**src/logic/mbs_defs.svh**
```systemverilog
`ifndef MBS_DEFS_SVH
`define MBS_DEFS_SVH

// Register byte offsets.
`define MBS_OFS_CTRL 8'h00
`define MBS_OFS_ON_REL 8'h04
`define MBS_OFS_REL_MOVE 8'h08
`define MBS_OFS_STOP_CLAMP 8'h0C
`define MBS_OFS_CLAMP_OFF 8'h10
`define MBS_OFS_STATUS 8'h14

// Control register fields.
`define MBS_CTRL_BRAKE_EN 0
`define MBS_CTRL_PWROFF_EN 1
`define MBS_CTRL_MOVE_REQ 2
`define MBS_CTRL_W 3
`define MBS_CTRL_RST 3'h3

// Status register fields.
`define MBS_STAT_RELEASE 0
`define MBS_STAT_POWER 1
`define MBS_STAT_PERMIT 2
`define MBS_STAT_STATE_LSB 8
`define MBS_STAT_STATE_MSB 11
`define MBS_STAT_CNT_LSB 16
`define MBS_STAT_CNT_MSB 31

// Delay registers, in milliseconds.
`define MBS_DLY_W 16
`define MBS_DLY_RST 16'h000A
`define MBS_CNT_SAT 16'hFFFF

// Millisecond tick period in microseconds.
`define MBS_TICK_PERIOD_US 1000
`define MBS_US_PER_S 1000000

// AXI4-Lite responses.
`define MBS_RESP_OKAY 2'h0
`define MBS_RESP_SLVERR 2'h2

`endif

```
**src/logic/mbs_pkg.sv**
```systemverilog
package mbs_pkg;

    typedef struct packed {
        logic [7:0] awaddr;
        logic awvalid;
        logic [31:0] wdata;
        logic [3:0] wstrb;
        logic wvalid;
        logic bready;
        logic [7:0] araddr;
        logic arvalid;
        logic rready;
    } mbs_axil_req_t;

    typedef struct packed {
        logic awready;
        logic wready;
        logic [1:0] bresp;
        logic bvalid;
        logic arready;
        logic [31:0] rdata;
        logic [1:0] rresp;
        logic rvalid;
    } mbs_axil_rsp_t;

    typedef enum logic [3:0] {
        MBS_ST_STOP = 4'h1,
        MBS_ST_START = 4'h2,
        MBS_ST_RUN = 4'h4,
        MBS_ST_HALT = 4'h8
    } mbs_state_t;

endpackage

```
**src/logic/mbs_ms_tick.sv**
```systemverilog
`timescale 1ns/1ps
module mbs_ms_tick #(
    parameter int unsigned PERIOD_CYC = 10000
) (
    input wire logic clk_sys,
    input wire logic rst,
    output logic tick
);
    localparam int unsigned CW = (PERIOD_CYC > 1) ? $clog2(PERIOD_CYC) : 1;
    localparam logic [CW-1:0] LAST = CW'(PERIOD_CYC - 1);

    logic [CW-1:0] div_r;

    always_ff @(posedge clk_sys) begin
        if (rst) begin
            div_r <= '0;
            tick <= 1'b0;
        end else if (div_r == LAST) begin
            div_r <= '0;
            tick <= 1'b1;
        end else begin
            div_r <= div_r + 1'b1;
            tick <= 1'b0;
        end
    end
endmodule

```
**src/logic/magnetic_brake_sequencer.sv**
```systemverilog
// The AXI4-Lite interface to the registers and the register addresses are this design's own decisions.
`timescale 1ns/1ps
`include "mbs_defs.svh"
module magnetic_brake_sequencer #(
    parameter int unsigned CLK_HZ = 10000000,
    parameter int unsigned TICK_CYC = CLK_HZ / `MBS_US_PER_S * `MBS_TICK_PERIOD_US
) (
    input wire logic clk_sys,
    input wire logic rst,
    input wire mbs_pkg::mbs_axil_req_t axiReq,
    output mbs_pkg::mbs_axil_rsp_t axiRsp,
    input wire logic motorStopped,
    output logic brakeRelease,
    output logic windingPower,
    output logic motionPermit
);
    logic msTick;
    logic [`MBS_CTRL_W-1:0] ctrl_r;
    logic [`MBS_DLY_W-1:0] dlyOnRel_r;
    logic [`MBS_DLY_W-1:0] dlyRelMove_r;
    logic [`MBS_DLY_W-1:0] dlyStopClamp_r;
    logic [`MBS_DLY_W-1:0] dlyClampOff_r;
    mbs_pkg::mbs_state_t state_r;
    logic [`MBS_DLY_W-1:0] elapsed_r;
    logic pwrWasOn_r;
    logic brakeEn;
    logic pwrOffEn;
    logic moveReq;
    logic [`MBS_DLY_W:0] relAt;
    logic [`MBS_DLY_W:0] permitAt;
    logic [`MBS_DLY_W:0] offAt;
    logic [`MBS_DLY_W:0] elapsedWide;
    logic brakeRelease_nxt;
    logic windingPower_nxt;
    logic motionPermit_nxt;

    logic awHeld_r;
    logic wHeld_r;
    logic [7:0] awAddr_r;
    logic [31:0] wData_r;
    logic [3:0] wStrb_r;
    logic bValid_r;
    logic [1:0] bResp_r;
    logic arRdy_r;
    logic rValid_r;
    logic [31:0] rData_r;
    logic [1:0] rResp_r;
    logic doWrite;
    logic wrHit;
    logic [31:0] rdData;
    logic rdHit;

    mbs_ms_tick #(
        .PERIOD_CYC(TICK_CYC)
    ) uTick (
        .clk_sys(clk_sys),
        .rst(rst),
        .tick(msTick)
    );

    assign brakeEn = ctrl_r[`MBS_CTRL_BRAKE_EN];
    assign pwrOffEn = ctrl_r[`MBS_CTRL_PWROFF_EN];
    assign moveReq = ctrl_r[`MBS_CTRL_MOVE_REQ];
    assign elapsedWide = {1'b0, elapsed_r};

    // With windings already powered there is no power-on wait before release.
    assign relAt = pwrWasOn_r ? '0 : {1'b0, dlyOnRel_r};
    assign permitAt = relAt + {1'b0, dlyRelMove_r};
    assign offAt = {1'b0, dlyStopClamp_r} + {1'b0, dlyClampOff_r};

    // Outputs are recomputed every cycle from live settings and registered, so edits reach the pins on the next cycle.
    always_comb begin
        brakeRelease_nxt = 1'b1;
        windingPower_nxt = 1'b1;
        motionPermit_nxt = 1'b0;
        case (state_r)
            mbs_pkg::MBS_ST_STOP: begin
                brakeRelease_nxt = !brakeEn || (elapsed_r < dlyStopClamp_r);
                windingPower_nxt = !pwrOffEn || (elapsedWide < offAt);
            end
            mbs_pkg::MBS_ST_START: begin
                brakeRelease_nxt = !brakeEn || (elapsedWide >= relAt);
                motionPermit_nxt = elapsedWide >= permitAt;
            end
            mbs_pkg::MBS_ST_RUN: begin
                motionPermit_nxt = 1'b1;
            end
            mbs_pkg::MBS_ST_HALT: begin
                motionPermit_nxt = 1'b0;
            end
            default: begin
                brakeRelease_nxt = 1'b0;
                windingPower_nxt = 1'b0;
            end
        endcase
    end

    always_ff @(posedge clk_sys) begin
        if (rst) begin
            state_r <= mbs_pkg::MBS_ST_STOP;
        end else begin
            case (state_r)
                mbs_pkg::MBS_ST_STOP: begin
                    if (moveReq) begin
                        state_r <= mbs_pkg::MBS_ST_START;
                    end
                end
                mbs_pkg::MBS_ST_START: begin
                    if (!moveReq) begin
                        state_r <= mbs_pkg::MBS_ST_HALT;
                    end else if (motionPermit_nxt) begin
                        state_r <= mbs_pkg::MBS_ST_RUN;
                    end
                end
                mbs_pkg::MBS_ST_RUN: begin
                    if (!moveReq) begin
                        state_r <= mbs_pkg::MBS_ST_HALT;
                    end
                end
                mbs_pkg::MBS_ST_HALT: begin
                    if (motorStopped) begin
                        state_r <= mbs_pkg::MBS_ST_STOP;
                    end
                end
                default: begin
                    state_r <= mbs_pkg::MBS_ST_STOP;
                end
            endcase
        end
    end

    // Elapsed milliseconds since the phase began; saturates instead of wrapping.
    always_ff @(posedge clk_sys) begin
        if (rst) begin
            elapsed_r <= `MBS_CNT_SAT;
        end else if ((state_r == mbs_pkg::MBS_ST_STOP) && moveReq) begin
            elapsed_r <= '0;
        end else if ((state_r == mbs_pkg::MBS_ST_HALT) && motorStopped) begin
            elapsed_r <= '0;
        end else if (msTick && (elapsed_r != `MBS_CNT_SAT)) begin
            elapsed_r <= elapsed_r + 1'b1;
        end
    end

    always_ff @(posedge clk_sys) begin
        if (rst) begin
            pwrWasOn_r <= 1'b0;
        end else if ((state_r == mbs_pkg::MBS_ST_STOP) && moveReq) begin
            pwrWasOn_r <= windingPower;
        end
    end

    always_ff @(posedge clk_sys) begin
        if (rst) begin
            brakeRelease <= 1'b0;
            windingPower <= 1'b0;
            motionPermit <= 1'b0;
        end else begin
            brakeRelease <= brakeRelease_nxt;
            windingPower <= windingPower_nxt;
            motionPermit <= motionPermit_nxt;
        end
    end

    // Write address and data are taken independently and held until both are present.
    assign doWrite = awHeld_r && wHeld_r && !bValid_r;

    always_ff @(posedge clk_sys) begin
        if (rst) begin
            awHeld_r <= 1'b0;
            awAddr_r <= '0;
        end else if (!awHeld_r && axiReq.awvalid) begin
            awHeld_r <= 1'b1;
            awAddr_r <= axiReq.awaddr;
        end else if (doWrite) begin
            awHeld_r <= 1'b0;
        end
    end

    always_ff @(posedge clk_sys) begin
        if (rst) begin
            wHeld_r <= 1'b0;
            wData_r <= '0;
            wStrb_r <= '0;
        end else if (!wHeld_r && axiReq.wvalid) begin
            wHeld_r <= 1'b1;
            wData_r <= axiReq.wdata;
            wStrb_r <= axiReq.wstrb;
        end else if (doWrite) begin
            wHeld_r <= 1'b0;
        end
    end

    always_comb begin
        wrHit = 1'b1;
        if (awAddr_r == `MBS_OFS_CTRL) begin
            wrHit = 1'b1;
        end else if (awAddr_r == `MBS_OFS_ON_REL) begin
            wrHit = 1'b1;
        end else if (awAddr_r == `MBS_OFS_REL_MOVE) begin
            wrHit = 1'b1;
        end else if (awAddr_r == `MBS_OFS_STOP_CLAMP) begin
            wrHit = 1'b1;
        end else if (awAddr_r == `MBS_OFS_CLAMP_OFF) begin
            wrHit = 1'b1;
        end else if (awAddr_r == `MBS_OFS_STATUS) begin
            wrHit = 1'b1;
        end else begin
            wrHit = 1'b0;
        end
    end

    // Control bits; the sequencer follows enable changes on the next cycle.
    always_ff @(posedge clk_sys) begin
        if (rst) begin
            ctrl_r <= `MBS_CTRL_RST;
        end else if (doWrite && (awAddr_r == `MBS_OFS_CTRL) && wStrb_r[0]) begin
            ctrl_r <= wData_r[`MBS_CTRL_W-1:0];
        end
    end

    // Delay registers may be rewritten at any time.
    always_ff @(posedge clk_sys) begin
        if (rst) begin
            dlyOnRel_r <= `MBS_DLY_RST;
            dlyRelMove_r <= `MBS_DLY_RST;
            dlyStopClamp_r <= `MBS_DLY_RST;
            dlyClampOff_r <= `MBS_DLY_RST;
        end else if (doWrite) begin
            for (int b = 0; b < 2; b++) begin
                if (wStrb_r[b]) begin
                    if (awAddr_r == `MBS_OFS_ON_REL) begin
                        dlyOnRel_r[b*8 +: 8] <= wData_r[b*8 +: 8];
                    end else if (awAddr_r == `MBS_OFS_REL_MOVE) begin
                        dlyRelMove_r[b*8 +: 8] <= wData_r[b*8 +: 8];
                    end else if (awAddr_r == `MBS_OFS_STOP_CLAMP) begin
                        dlyStopClamp_r[b*8 +: 8] <= wData_r[b*8 +: 8];
                    end else if (awAddr_r == `MBS_OFS_CLAMP_OFF) begin
                        dlyClampOff_r[b*8 +: 8] <= wData_r[b*8 +: 8];
                    end
                end
            end
        end
    end

    always_ff @(posedge clk_sys) begin
        if (rst) begin
            bValid_r <= 1'b0;
            bResp_r <= `MBS_RESP_OKAY;
        end else if (doWrite) begin
            bValid_r <= 1'b1;
            bResp_r <= wrHit ? `MBS_RESP_OKAY : `MBS_RESP_SLVERR;
        end else if (bValid_r && axiReq.bready) begin
            bValid_r <= 1'b0;
        end
    end

    always_comb begin
        rdData = '0;
        rdHit = 1'b1;
        if (axiReq.araddr == `MBS_OFS_CTRL) begin
            rdData[`MBS_CTRL_W-1:0] = ctrl_r;
        end else if (axiReq.araddr == `MBS_OFS_ON_REL) begin
            rdData[`MBS_DLY_W-1:0] = dlyOnRel_r;
        end else if (axiReq.araddr == `MBS_OFS_REL_MOVE) begin
            rdData[`MBS_DLY_W-1:0] = dlyRelMove_r;
        end else if (axiReq.araddr == `MBS_OFS_STOP_CLAMP) begin
            rdData[`MBS_DLY_W-1:0] = dlyStopClamp_r;
        end else if (axiReq.araddr == `MBS_OFS_CLAMP_OFF) begin
            rdData[`MBS_DLY_W-1:0] = dlyClampOff_r;
        end else if (axiReq.araddr == `MBS_OFS_STATUS) begin
            rdData[`MBS_STAT_RELEASE] = brakeRelease;
            rdData[`MBS_STAT_POWER] = windingPower;
            rdData[`MBS_STAT_PERMIT] = motionPermit;
            rdData[`MBS_STAT_STATE_MSB:`MBS_STAT_STATE_LSB] = state_r;
            rdData[`MBS_STAT_CNT_MSB:`MBS_STAT_CNT_LSB] = elapsed_r;
        end else begin
            rdHit = 1'b0;
        end
    end

    // One read at a time: arready drops while a read answer is pending.
    always_ff @(posedge clk_sys) begin
        if (rst) begin
            arRdy_r <= 1'b1;
            rValid_r <= 1'b0;
            rData_r <= '0;
            rResp_r <= `MBS_RESP_OKAY;
        end else if (arRdy_r && axiReq.arvalid) begin
            arRdy_r <= 1'b0;
            rValid_r <= 1'b1;
            rData_r <= rdData;
            rResp_r <= rdHit ? `MBS_RESP_OKAY : `MBS_RESP_SLVERR;
        end else if (rValid_r && axiReq.rready) begin
            arRdy_r <= 1'b1;
            rValid_r <= 1'b0;
        end
    end

    assign axiRsp.awready = !awHeld_r;
    assign axiRsp.wready = !wHeld_r;
    assign axiRsp.bvalid = bValid_r;
    assign axiRsp.bresp = bResp_r;
    assign axiRsp.arready = arRdy_r;
    assign axiRsp.rvalid = rValid_r;
    assign axiRsp.rdata = rData_r;
    assign axiRsp.rresp = rResp_r;
endmodule

```
**config.mk**
```make
export PLATFORM = sky130hd
export DESIGN_NAME = magnetic_brake_sequencer
export DESIGN_NICKNAME = d
export VERILOG_FILES = /design/src/logic/mbs_pkg.sv /design/src/logic/mbs_ms_tick.sv /design/src/logic/magnetic_brake_sequencer.sv
export VERILOG_INCLUDE_DIRS = /design/src /design/src/logic
export SDC_FILE = /design/constraint.sdc
export NUM_CORES = 1
export LEC_CHECK = 0
export BUFFER_PORTS_ARGS = -buffer_cell sky130_fd_sc_hd__buf_2
export CAP_MARGIN = 15
export CORE_MARGIN = 5
export CORE_UTILIZATION = 25
export CTS_CLUSTER_SIZE = 30
export DETAILED_ROUTE_END_ITERATION = 10
export PLACE_DENSITY = 0.5
export SYNTH_ARGS = -nofsm -noshare
export SYNTH_HDL_FRONTEND = slang
export SYNTH_SLANG_ARGS = --single-unit
```
**constraint.sdc**
```tcl
create_clock -name clk_sys -period 5.8 [get_ports clk_sys]
set_input_delay 0.29 -clock clk_sys [delete_from_list [all_inputs] [get_ports clk_sys]]
set_output_delay 0.29 -clock clk_sys [all_outputs]
set_load 0.01 [all_outputs]
```
* Yosys cells after proc, flatten, opt, wreduce, memory -nomap -nowiden
Index checks and enable logic that the tools add are counted.
** Cells by class
- Reduce and logical (&&, ||, !) cells :: 39
- Multiplexer cells :: 53
- Bitwise logic cells :: 3
- Equality and inequality tests :: 20
- Add/sub/neg operators :: 4
- Order comparisons :: 4
** Operators by type and width (count)
- $mux W16 :: 12
- $add A16 B16 Y17 :: 2
- $eq A8 B4 Y1 const B :: 4
- $eq A8 B5 Y1 const B :: 4
- $mux W4 :: 8
- $mux W29 :: 1
- $mux W1 :: 22
- $ge A16 B17 Y1 :: 1
- $lt A16 B17 Y1 :: 1
- $add A16 B1 Y16 const B :: 1
- $eq A8 B3 Y1 const B :: 2
- $ge A16 B16 Y1 :: 1
- $logic_not A8 Y1 :: 2
- $lt A16 B16 Y1 :: 1
- $ne A16 B16 Y1 const B :: 1
- $pmux W4 S4 :: 1
- $add A14 B1 Y14 const B :: 1
- $eq A14 B14 Y1 const B :: 1
- $logic_and A1 B1 Y1 :: 12
- $reduce_and A4 Y1 :: 3
- $reduce_and A6 Y1 :: 2
- $reduce_and A5 Y1 :: 2
- $mux W3 :: 3
- $reduce_bool A2 Y1 :: 4
- other kinds (17) :: 31
** Word-level totals
- Input port bits :: 60
- Word-level logic and storage cells :: 151
- Output and inout port bits :: 44
- Bits in registers :: 173

* Longest topological paths before layout
Gate-level depths: netlist of the first run.
- Word-level depth :: 8
- Gate-level depth with buffers :: 17
- Depth with buffers taken out :: 16

* Modules after synthesis
Synthesis of the first run repeated with hierarchy kept, for this count alone.
** Second synthesis, totals
- Cell total of the unflattened synthesis :: 1169
- Area total of the unflattened synthesis :: 10025.9 um^2
** Modules (own cells, without submodules)
- magnetic_brake_sequencer :: cells each 1099, sequential area each 3123.0 um^2, area each 9397.8 um^2, instances 1
- mbs_ms_tick :: cells each 70, sequential area each 300.3 um^2, area each 628.1 um^2, instances 1

* Worst setup path before layout of the first run
Ideal clock, no wire load.
- Kind :: register to register
- From :: register pwrWasOn_r
- To :: register motionPermit
- Stages on the path, launching flop included :: 18
- Arrival time :: 3.274 ns
- Buffers on the path :: 1
- Setup slack :: 2.398 ns
- Cell sequence :: dfxtp_1 > clkbuf_1 > nor2b_1 > ha_1 > fa_1 > a211oi_1 > o211ai_1 > nand3_1 > nand2b_1 > a21oi_1 > xor2_1 > ha_1 > a211oi_1 > o21bai_1 > a21oi_1 > o211ai_1 > o21ai_0 > o22ai_1
** Between the ends
- Longest elaborated chain between the ends :: 4
** RTL lines
- from (decl) :: RTL line magnetic_brake_sequencer.sv:25 : logic pwrWasOn_r;
- from (signal assigned) :: RTL line magnetic_brake_sequencer.sv:149 : pwrWasOn_r <= windingPower;
- $mux W16 :: RTL line magnetic_brake_sequencer.sv:67 : assign relAt = pwrWasOn_r ? '0 : {1'b0, dlyOnRel_r};
- $add A16 B16 Y17 :: RTL line magnetic_brake_sequencer.sv:68 : assign permitAt = relAt + {1'b0, dlyRelMove_r};
- $ge A16 B17 Y1 :: RTL line magnetic_brake_sequencer.sv:83 : motionPermit_nxt = elapsedWide >= permitAt;
- $pmux W1 S2 :: RTL line magnetic_brake_sequencer.sv:76 : case (state_r)
- to (signal assigned) :: RTL line magnetic_brake_sequencer.sv:161 : motionPermit <= motionPermit_nxt;
- to (decl) :: RTL line magnetic_brake_sequencer.sv:15 : output logic motionPermit
Every way passes these cells.
A chain may end at the register's enable or synchronous reset.

* Final worst setup path of the first run
Same ends and word-level chain as after synthesis.

==> flow_summary.yaml, run 1 <==
status:
  status: "finished, final reports clean"
synth:
  yosysUniqueCellTypes: 67
  ys_seq_area_frac: 0.3414
  synth_edf_count: 0
  ys_seq_elements: 171
  avgSynthCellArea_sq_um: 8.675
  ys_warn_count: 0
  synth_area_sq_um: 10030
  synthFlopType: "dfxtp_1"
  synthArstFlopShare: 0
  synthCells: 1156
timing:
  fin_crit_sh: 0.7078
  fin_tns_setup_ns: 0
  max_slew_margin: 0.3150
  setup_viol: 0
  finalCriticalPeriod_ns: 4.105
  drv_slew: 0
  worst_slew_pin_slew_ns: 1.025
  fmax_mhz: 243.6
  skew_ns: 0.01272
  finalHoldViolations: 0
  rsz0062_at_grt: "no"
final_layout:
  finish.net_count: 1362
  diodes: 0
  most-common-layout-cells: "dfxtp_1, nor2_1, ha_1, buf_2, nand2_1"
  fillCellCount: 4242
  utilization: 0.2899
  layout.cells.most_common: "dfxtp_1"
  final-instance-count-excl-fill: 1742
  area_delta_synth_final_pct: 14.85
  drive_above_1_share: 0.1175
worst_hold_path:
  min_from: "axiReq[48]"
  hp-class: "input pin to register"
clock_network:
  ctsResizeCount: 0
  cts.sinks: 171
  clk_pin_slew_ns: 0.07
  cts_root_buf: "clkbuf_16"
  cts_tree: "built"
  h-tree-depth: 4
  cts_buffers: 17
  ctsHoldBuffers: 0
  ctsLongestPathBuffers: 2
  clk-insertion-delay-late_ns: 0.45
  post_cts_buffers: 0
critical_path:
  r2r-start: "pwrWasOn_r$_SDFFE_PP0P_"
  cpLargestDelayFamily: "compound AO/OA/AOI/OAI gates"
  critPathBufInv: 0
  slowest_delay_ns: 0.61
  worstPathMaxFanout: 17
  arrival_ns: 4.42
  path_class: "register to register"
  start_kind: "register"
  worstSetupEndpointType: "register"
  crit_path_cell_trace: "nor2b_1 -> ha_1 -> fa_1 -> a211oi_1 -> o211ai_1 -> nand3_1 -> nand2b_1 -> a21oi_1 -> xor2_1 -> ha_1 -> a211oi_1 -> o21bai_1 -> a21oi_1 -> o211ai_1 -> o21ai_0 -> o22ai_1"
  critPathRequiredTime_ns: 6.12
  crit_slowest_cell: "dfxtp_1"
  cp-startpoint: "pwrWasOn_r$_SDFFE_PP0P_"
job:
  cap_violations: 0
grt:
  grt_usage: 0.1284
  grt_pass1_vias: 8097
  grt_pass1_wl_mm: 45.22
  grt_max_degree: 86
  antenna_found_initial: 0
  grt_remaining_overflow: 0
floorplanning:
  coreArea_sq_um: 39730
  dieArea_sq_um: 44220
  rows: 73
  start_util: 0.2524
  ios: 104
  die_h_um: 210.3
  die_w_um: 210.3
placed_design:
  port-buffer-count: 83
  gp_congestion: 0.8578
  place_inst: 1710
  hpwl_mm: 22.14
routing:
  vias: 8297
  drtAntennaViolNets: 0
  wl_mm: 28.76
  vias_per_cell: 4.763
  routedWlPerCell_um: 16.51
  detailedRoute.firstPassIterationCount: 5
  drt_iter0_markers: 370
  drc: 0
pwr:
  p_leak_nw: 4.856
  p_per_area_nw_per_um2: 223.1
  peakVddDrop_uv: 192.7
cell type report:
cell class                 count  area, sq um  share of cell area
sequential                   171         3423              0.2972
multi-input combinational    877         6178              0.5364
inverter                      50        187.7             0.01630
clock buffer                  20        466.7             0.04052
tap                          525        656.9             0.05703
timing repair buffer          87        447.9             0.03889
clock inverter                12        156.4             0.01358
worst register-to-register path: stages (launching register included):
cell      delay, ns
dfxtp_1        0.61
nor2b_1        0.13
ha_1           0.25
fa_1           0.43
a211oi_1       0.36
o211ai_1       0.25
nand3_1        0.17
nand2b_1       0.07
a21oi_1        0.17
xor2_1         0.16
ha_1           0.25
a211oi_1       0.22
o21bai_1       0.10
a21oi_1        0.16
o211ai_1       0.10
o21ai_0        0.39
o22ai_1        0.15
final timing paths:
path                               endpoint  slack (ns)  cells after the start
setup / recovery    motionPermit$_SDFF_PP0_        1.69                     16
hold / removal        awHeld_r$_SDFFE_PP0P_        0.05                      2
setup reg to reg    motionPermit$_SDFF_PP0_        1.69                     16
hold reg to reg   uTick.div_r[0]$_SDFF_PP0_        0.47                      1
layer usage:
metal	vias up	wire length, um	GRT usage
met1	3887	15150	0.1863
met4	0	439	0.03915
met3	17	915	0.02203
met5	-	0	0
met2	147	12250	0.1951
li1	4246	-	-
flip-flops by register name, indices dropped and copies added (netlist names), 2 cells and up:
register and flops:
rData_r 32, dlyClampOff_r 16, dlyOnRel_r 16, dlyRelMove_r 16, dlyStopClamp_r 16, elapsed_r 16, wData_r 16, uTick.div_r 14
awAddr_r 8, state_r 4, ctrl_r 3, wStrb_r 2
kinds of logic after synthesis:
group | count (synthesis) | synth area share
buffers and inverters | 109 | 0.04442
flip-flops | 171 | 0.3414
AND/OR/NAND/NOR | 379 | 0.1805
AO/OA/AOI/OAI | 266 | 0.1819
XOR/XNOR | 53 | 0.04629
adder cells (fa/ha/maj) | 98 | 0.1238
other | 1 | 0.0003739
multiplexers | 79 | 0.08135
cell usage after synthesis (5+ instances only):
cell,instances,share of area
nand2_1,81,0.030
nor3_1,14,0.0070
inv_1,49,0.018
nor2_1,145,0.054
a21oi_1,60,0.030
a31oi_1,12,0.0075
xnor2_1,13,0.011
a222oi_1,9,0.0090
clkbuf_1,44,0.016
a211o_1,13,0.011
o211ai_1,13,0.0097
a211oi_1,21,0.016
o21ai_0,35,0.017
and2_1,5,0.0031
nand3_1,26,0.013
nand4_1,15,0.0094
mux2_2,10,0.011
buf_2,5,0.0025
buf_4,6,0.0045
ha_1,96,0.12
mux2i_1,68,0.068
o21a_1,9,0.0067
xor2_1,40,0.035
nand2b_1,34,0.021
o21bai_1,19,0.014
a22oi_1,21,0.016
nor2b_1,17,0.011
dfxtp_1,171,0.34
a2111oi_0,7,0.0061
a21o_1,17,0.013
and3_1,12,0.0075
per-stage QoR:
stage / hold slack, ns / power [W] / setup slack [ns] / instance area [sq um]
finish: 0.05138 / 0.002570 / 1.695 / 11520
global route: 0.02505 / 0.002666 / 1.322 / 11520
CTS: 0.02768 / 0.002603 / 1.691 / 11520
detailed placement: 0.4570 / 0.001380 / 1.721 / 10890
global placement: 0.4481 / 0.001378 / 1.747 / 10890
floorplan: 0.4002 / 0.001326 / 2.398 / 10030
power breakdown:
part | internal [W] | leakage, nW | switching, W
clock network | 0.000684 | 0.308 | 0.000535
registers | 0.00120 | 1.39 | 0.0000230
logic | 0.0000477 | 3.16 | 0.0000849
total | 0.00193 | 4.86 | 0.000643
(Power assumes the default switching activity.)
==> run 2, diff against run 1 <==
- ABC_AREA: unset -> 1
- clock period: 5.8 -> 4.1 ns (I/O delays scaled with it)
==> run 2 against run 1 <==
  * Synthesized cell count is 25% higher
  * Critical endpoint is now state_r[0]$_SDFFE_PP1P_
  * Fmax is 22% higher
  * Final area is 3.2% higher
  * Total power is 45% higher
  * Die area is 2.7% higher
  * Sequential share of layout area is 0.93 points lower
  * Wire length is 11% higher
==> flow_summary.yaml, run 2 <==
pwr:
  peakVddDrop_uv: 257.7
  pwr-share-seq: 0.466
  p_per_area_nw_per_um2: 313.0
  power.internal_w: 0.002729
  p_leak_nw: 5.279
  clock_power_share: 0.442
  power.switching_w: 0.0009934
  swShare: 0.2669
  combPwrFrac: 0.092
timing:
  fin_crit_sh: 0.8216
  drv_slew: 0
  fmax_mhz: 296.8
  finalCriticalPeriod_ns: 3.369
  rsz0062_at_grt: "no"
  max_slew_margin: 0.2589
  skew_ns: 0.01468
  setup_viol: 0
  worst_slew_pin_slew_ns: 1.107
  fin_tns_setup_ns: 0
  finalHoldViolations: 0
floorplanning:
  rows: 74
  coreArea_sq_um: 40830
  ios: 104
  start_util: 0.2525
  die_w_um: 213.1
  dieArea_sq_um: 45400
  die_h_um: 213.1
clock_network:
  cts_tree: "built"
  cts_root_buf: "clkbuf_16"
  post_cts_buffers: 0
  ctsLongestPathBuffers: 2
  cts_buffers: 17
  h-tree-depth: 4
  clk_pin_slew_ns: 0.08
  cts.sinks: 171
  clk-insertion-delay-late_ns: 0.44
routing:
  wl_mm: 31.82
  drtAntennaViolNets: 0
  vias: 9678
  routedWlPerCell_um: 15.40
  vias_per_cell: 4.684
  detailedRoute.firstPassIterationCount: 5
  drc: 0
  drt_iter0_markers: 587
synth:
  post-synth-top-count-cell: "nand2_1"
  yosysTopAreaCell: "dfxtp_1"
  ys_seq_elements: 171
  ys_warn_count: 0
  synth_area_leaders: "dfxtp_1, ha_1, nand2_1"
  synthArstFlopShare: 0
  synth_edf_count: 0
  yosysUniqueCellTypes: 51
  synthFlopType: "dfxtp_1"
  synth_area_sq_um: 10310
  synth_common_cells: "nand2_1, a21oi_1, inv_1, dfxtp_1, nor2_1"
  ys_seq_area_frac: 0.3320
  synth_top_area_frac: 0.3320
  synthCells: 1449
  avgSynthCellArea_sq_um: 7.115
placed_design:
  hpwl_mm: 24.87
  postPlaceCellArea_sq_um: 11220
  port-buffer-count: 83
  gp_congestion: 0.8741
critical_path:
  path_class: "register to register"
  arrival_ns: 3.73
  worstSetupEndpointType: "register"
  start_kind: "register"
  worstPathMaxFanout: 15
  critPathRequiredTime_ns: 4.47
final_layout:
  ff_latch_area_sq_um: 3423
  fillCellCount: 4521
  multiInputGateArea_sq_um: 5931
  drive_above_1_share: 0.1005
  final_area_sq_um: 11890
  most-common-layout-cells: "nand2_1, a21oi_1, inv_1, dfxtp_1, nor2_1"
  largest_reg_flops: 32
  regMostFlops: "rData_r"
  finish.net_count: 1679
  area_delta_synth_final_pct: 15.33
  layout.cells.most_common: "nand2_1"
grt:
  grt_remaining_overflow: 0
  grt_pass1_vias: 9255
  grt_max_degree: 66
  antenna_found_initial: 2
  grt_usage: 0.1408
  grt_pass1_wl_mm: 50.17
job:
  cap_violations: 0
status:
  status: "finished, final reports clean"
worst_hold_path:
  hp-class: "input pin to register"
==> run 2: changes by cell type in the layout (fill, tap and decap cells not counted), moves of 14 or more <==
cell,change
nor2_1,-24
a22oi_1,-21
nand2_1,+199
a21o_1,-14
nand3_1,+50
o21ai_0,+59
xor2_1,-16
inv_1,+134
nand2b_1,-34
a21oi_1,+129
mux2i_1,-68
nor2b_1,-17
==> run 2: repair_timing <==
action | CTS | global route
hold buffers | 9 | 0
resized for setup | 0 | 0
hold endpoints to repair | 9 | 0
==> run 2: routing by layer <==
metal	share of wire	vias up	global-route usage	wire length, um
met4	0.012	0	0.03002	382
li1	-	4967	-	-
met1	0.50	4458	0.2025	15760
met3	0.055	20	0.02454	1761
met2	0.44	233	0.2220	13920
met5	0	-	0	0
==> run 2: power by group through the flow <==
| stage | logic, W | clock network, W | registers, W |
|---|---|---|---|
| after floorplan | 0.000239 | 0 | 0.00176 |
| after global placement | 0.000333 | 0 | 0.00177 |
| after detailed placement | 0.000338 | 0 | 0.00177 |
| after CTS | 0.000347 | 0.00170 | 0.00173 |
| after global routing | 0.000391 | 0.00176 | 0.00174 |
| final | 0.000343 | 0.00164 | 0.00173 |
==> run 2: area by class of cell <==
type,count,area share
well taps,532,0.05598
repair buffers,100,0.04756
inverters,191,0.06072
clock buffers,19,0.03725
multi-input cells,1040,0.4988
flip-flops and latches,171,0.2879
clock inverters,12,0.01158
diodes,1,0.0002105
==> run 2: worst paths after layout <==
check             slack, ns  cells past startpoint                        end                      start
setup reg to reg       0.73                     24    state_r[0]$_SDFFE_PP1P_    pwrWasOn_r$_SDFFE_PP0P_
hold reg to reg        0.45                      1  uTick.div_r[0]$_SDFF_PP0_  uTick.div_r[0]$_SDFF_PP0_
setup / recovery       0.73                     24    state_r[0]$_SDFFE_PP1P_    pwrWasOn_r$_SDFFE_PP0P_
hold / removal         0.03                      3      awHeld_r$_SDFFE_PP0P_                 axiReq[48]
==> run 2: critical path, stage by stage, from the launching register on <==
cell	delay, ns
dfxtp_1	0.31
buf_4	0.20
nor2_1	0.09
ha_1	0.21
fa_1	0.41
nand3_1	0.09
nand2_1	0.10
nand2_1	0.10
a21oi_1	0.07
nor2_1	0.19
o21bai_1	0.10
xor2_1	0.15
ha_1	0.30
nand2_1	0.05
inv_1	0.06
nand2_1	0.04
nor2_1	0.13
nand3_1	0.09
nand2_1	0.07
nand3_1	0.08
nand2_1	0.06
inv_1	0.05
nand3_1	0.10
nand3_1	0.09
o21bai_1	0.14
==> run 2: cell families (layout without fill, tap and decap cells) <==
| logic type | after synthesis | count (layout) | share of synthesized area |
|---|---|---|---|
| AO/OA/AOI/OAI | 358 | 358 | 0.1911 |
| XOR/XNOR | 34 | 34 | 0.02888 |
| adder cells (fa/ha/maj) | 98 | 98 | 0.1204 |
| buffers and inverters | 239 | 322 | 0.09308 |
| flip-flops | 171 | 171 | 0.3320 |
| other | 1 | 3 | 0.0003637 |
| AND/OR/NAND/NOR | 548 | 548 | 0.2341 |
==> run 2: per-stage QoR <==
step | total power (W) | utilization | setup slack [ns] | cells | hold slack (ns)
2_1_floorplan | 0.002004 | - | 0.9508 | 1450 | 0.3399
3_3_place_gp | 0.002104 | 0.2747 | 0.7471 | 2025 | 0.4278
3_5_place_dp | 0.002109 | 0.2747 | 0.7471 | 2025 | 0.4346
4_1_cts | 0.003776 | 0.2911 | 0.6820 | 2065 | 0.01726
5_1_grt | 0.003887 | 0.2912 | 0.2773 | 2066 | 0.02937
6_report | 0.003722 | 0.2912 | 0.7313 | 2066 | 0.03450
==> run 3, diff against run 2 <==
- PLACE_DENSITY: 0.5 -> 0.52
- clock period: 4.1 -> 3 ns (I/O delays scaled with it)
==> run 3 against run 2 <==
  * The run now ends with setup timing left
  * Global-route usage grew 0.50 points
  * Total power grew 36%
  * Clock skew shrank 0.0021 ns
  * Critical endpoint unchanged
  * Largest cell class unchanged
  * Largest power group unchanged
==> flow_summary.yaml, run 3 (synthesized netlist as in run 2, its figures left out) <==
status:
  status: "finished, violations left"
  violations: "setup timing"
placed_design:
  hpwl_mm: 25.66
  port-buffer-count: 83
  postPlaceCellArea_sq_um: 11640
  pre_cts_ws_ns: -0.2566
  place_inst: 2082
  gp_congestion: 0.9020
routing:
  vias_per_cell: 4.641
  detailedRoute.firstPassIterationCount: 5
  vias: 10020
  drt_iter0_markers: 559
  wl_mm: 33.39
  drtAntennaViolNets: 0
  drc: 0
  routedWlPerCell_um: 15.47
critical_path:
  crit_path_cell_trace: "nor2_4 -> ha_4 -> fa_2 -> nand3_2 -> nand2_2 -> nand2_4 -> a21oi_4 -> nor2_4 -> o21bai_1 -> xor2_1 -> ha_1 -> nand2_1 -> inv_1 -> nand2_1 -> nor2_2 -> nand3_1 -> nand2_1 -> nand3_1 -> nand2_1 -> inv_2 -> nand3_4 -> nand3_2 -> o21bai_1"
  cpLargestDelayFamily: "simple AND/OR/NAND/NOR gates"
  r2r_end: "state_r[0]$_SDFFE_PP1P_"
  crit_slowest_cell: "dfxtp_4"
  worstPathMaxFanout: 7
  path_depth: 23
  worstRegToRegCells: 23
  slowest_delay_ns: 0.47
  arrival_ns: 3.44
  worstSetupEndpointType: "register"
  cp-startpoint: "pwrWasOn_r$_SDFFE_PP0P_"
  r2r-start: "pwrWasOn_r$_SDFFE_PP0P_"
  critPathRequiredTime_ns: 3.38
  r2r_slack_ns: -0.06
  path_class: "register to register"
  critPathBufInv: 2
  cp_common_cell: "nand2_1"
  start_kind: "register"
final_layout:
  multiInputGateArea_sq_um: 6277
  most-common-layout-cells: "nand2_1, a21oi_1, inv_1, dfxtp_1, nor2_1"
  largest_reg_flops: 32
  final-instance-count-excl-fill: 2158
  ff_latch_area_sq_um: 3427
  drive_above_1_share: 0.1803
  regMostFlops: "rData_r"
  layout.cells.most_common: "nand2_1"
  area_delta_synth_final_pct: 25.67
  finish.net_count: 1770
  fillCellCount: 4407
  final_area_sq_um: 12960
clock_network:
  h-tree-depth: 4
  cts_root_buf: "clkbuf_16"
  cts_tree: "built"
  clk-insertion-delay-late_ns: 0.46
  cts_buffers: 17
  cts.sinks: 171
  ctsLongestPathBuffers: 2
  clk_pin_slew_ns: 0.08
worst_hold_path:
  min_from: "axiReq[19]"
  min_path_cells: 3
  hp-class: "input pin to register"
  worstHoldEndpoint: "wData_r[3]$_SDFFE_PP0P_"
floorplanning:
  start_util: 0.2525
  ios: 104
  rows: 74
  coreArea_sq_um: 40830
  die_h_um: 213.1
  die_w_um: 213.1
  dieArea_sq_um: 45400
grt:
  grt_remaining_overflow: 0
  antenna_found_initial: 1
  grt_max_degree: 66
  grt_usage: 0.1458
  grt_pass1_wl_mm: 51.74
  grt_pass1_vias: 9522
pwr:
  pwr-share-seq: 0.469
  clock_power_share: 0.430
  p_per_area_nw_per_um2: 390.5
  power.internal_w: 0.003595
  power.switching_w: 0.001465
  swShare: 0.2895
  p_leak_nw: 5.723
  combPwrFrac: 0.102
  peakVddDrop_uv: 362.5
timing:
  fmax_mhz: 326.8
  rsz0062_at_grt: "yes"
  setup_viol: 3
  skew_ns: 0.01254
  max_slew_margin: 0.4478
  finalHoldViolations: 0
  setup_ws_ns: -0.06008
  whs_ns: 0.02992
  drv_slew: 0
  fin_crit_sh: 1.020
  finalCriticalPeriod_ns: 3.060
  worst_slew_pin_slew_ns: 0.8282
job:
  cap_violations: 0
[run 3: tightest hold or removal path: cells and delay by family]
family	cells	cell delay [ns]
AO/OA/AOI/OAI	2	0.22
buffers and inverters	1	0.08
[run 3: cell type report]
cell class                      count  share of cell area
Antenna cell                        1           0.0001931
Clock buffer                       17             0.03283
Clock inverter                     15             0.01004
Inverter                          191             0.05611
Multi-Input combinational cell   1040              0.4845
Sequential cell                   171              0.2645
Tap cell                          532             0.05138
Timing Repair Buffer              191              0.1004
[run 3: what timing repair did]
item                                    4_1_cts  5_1_grt
buffers inserted                              0       16
hold buffers                                 27        0
endpoints found under the hold margin        28        0
endpoints found under the setup margin        5        6
gates resized for setup                      13       72
pin swaps                                     3       44
[run 3: power groups by stage]
stage | Clock (W) | Sequential [W] | Combinational, W
after floorplan | 0 | 0.00241 | 0.000327
after global placement | 0 | 0.00242 | 0.000469
after detailed placement | 0 | 0.00242 | 0.000475
after CTS | 0.00225 | 0.00237 | 0.000505
after global routing | 0.00233 | 0.00238 | 0.000579
final | 0.00217 | 0.00237 | 0.000515
[run 3: how the worst max path moves through the flow]
stage / endpoint / slack (ns)
floorplan: state_r[0]$_SDFFE_PP1P_ / 0.01
global placement: state_r[0]$_SDFFE_PP1P_ / -0.18
detailed placement: state_r[0]$_SDFFE_PP1P_ / -0.26
CTS: state_r[0]$_SDFFE_PP1P_ / 0.001
global route: state_r[0]$_SDFFE_PP1P_ / -0.31
finish: state_r[0]$_SDFFE_PP1P_ / -0.06
[run 3: per-stage QoR]
step,utilization,TNS [ns],power (W)
after global routing,0.3172,-1.319,0.005286
after CTS,0.3067,0,0.005124
after floorplan,-,0,0.002739
after global placement,0.2852,-0.6711,0.002892
final,0.3173,-0.1313,0.005060
after detailed placement,0.2852,-0.9627,0.002898
[run 3: routing by layer]
metal  share of wire  GRT usage  vias up
met4           0.011    0.03244        2
li1                -          -     5156
met2            0.44     0.2279      212
met1            0.50     0.2067     4617
met3           0.052    0.03188       28
met5         0.00039          0        -
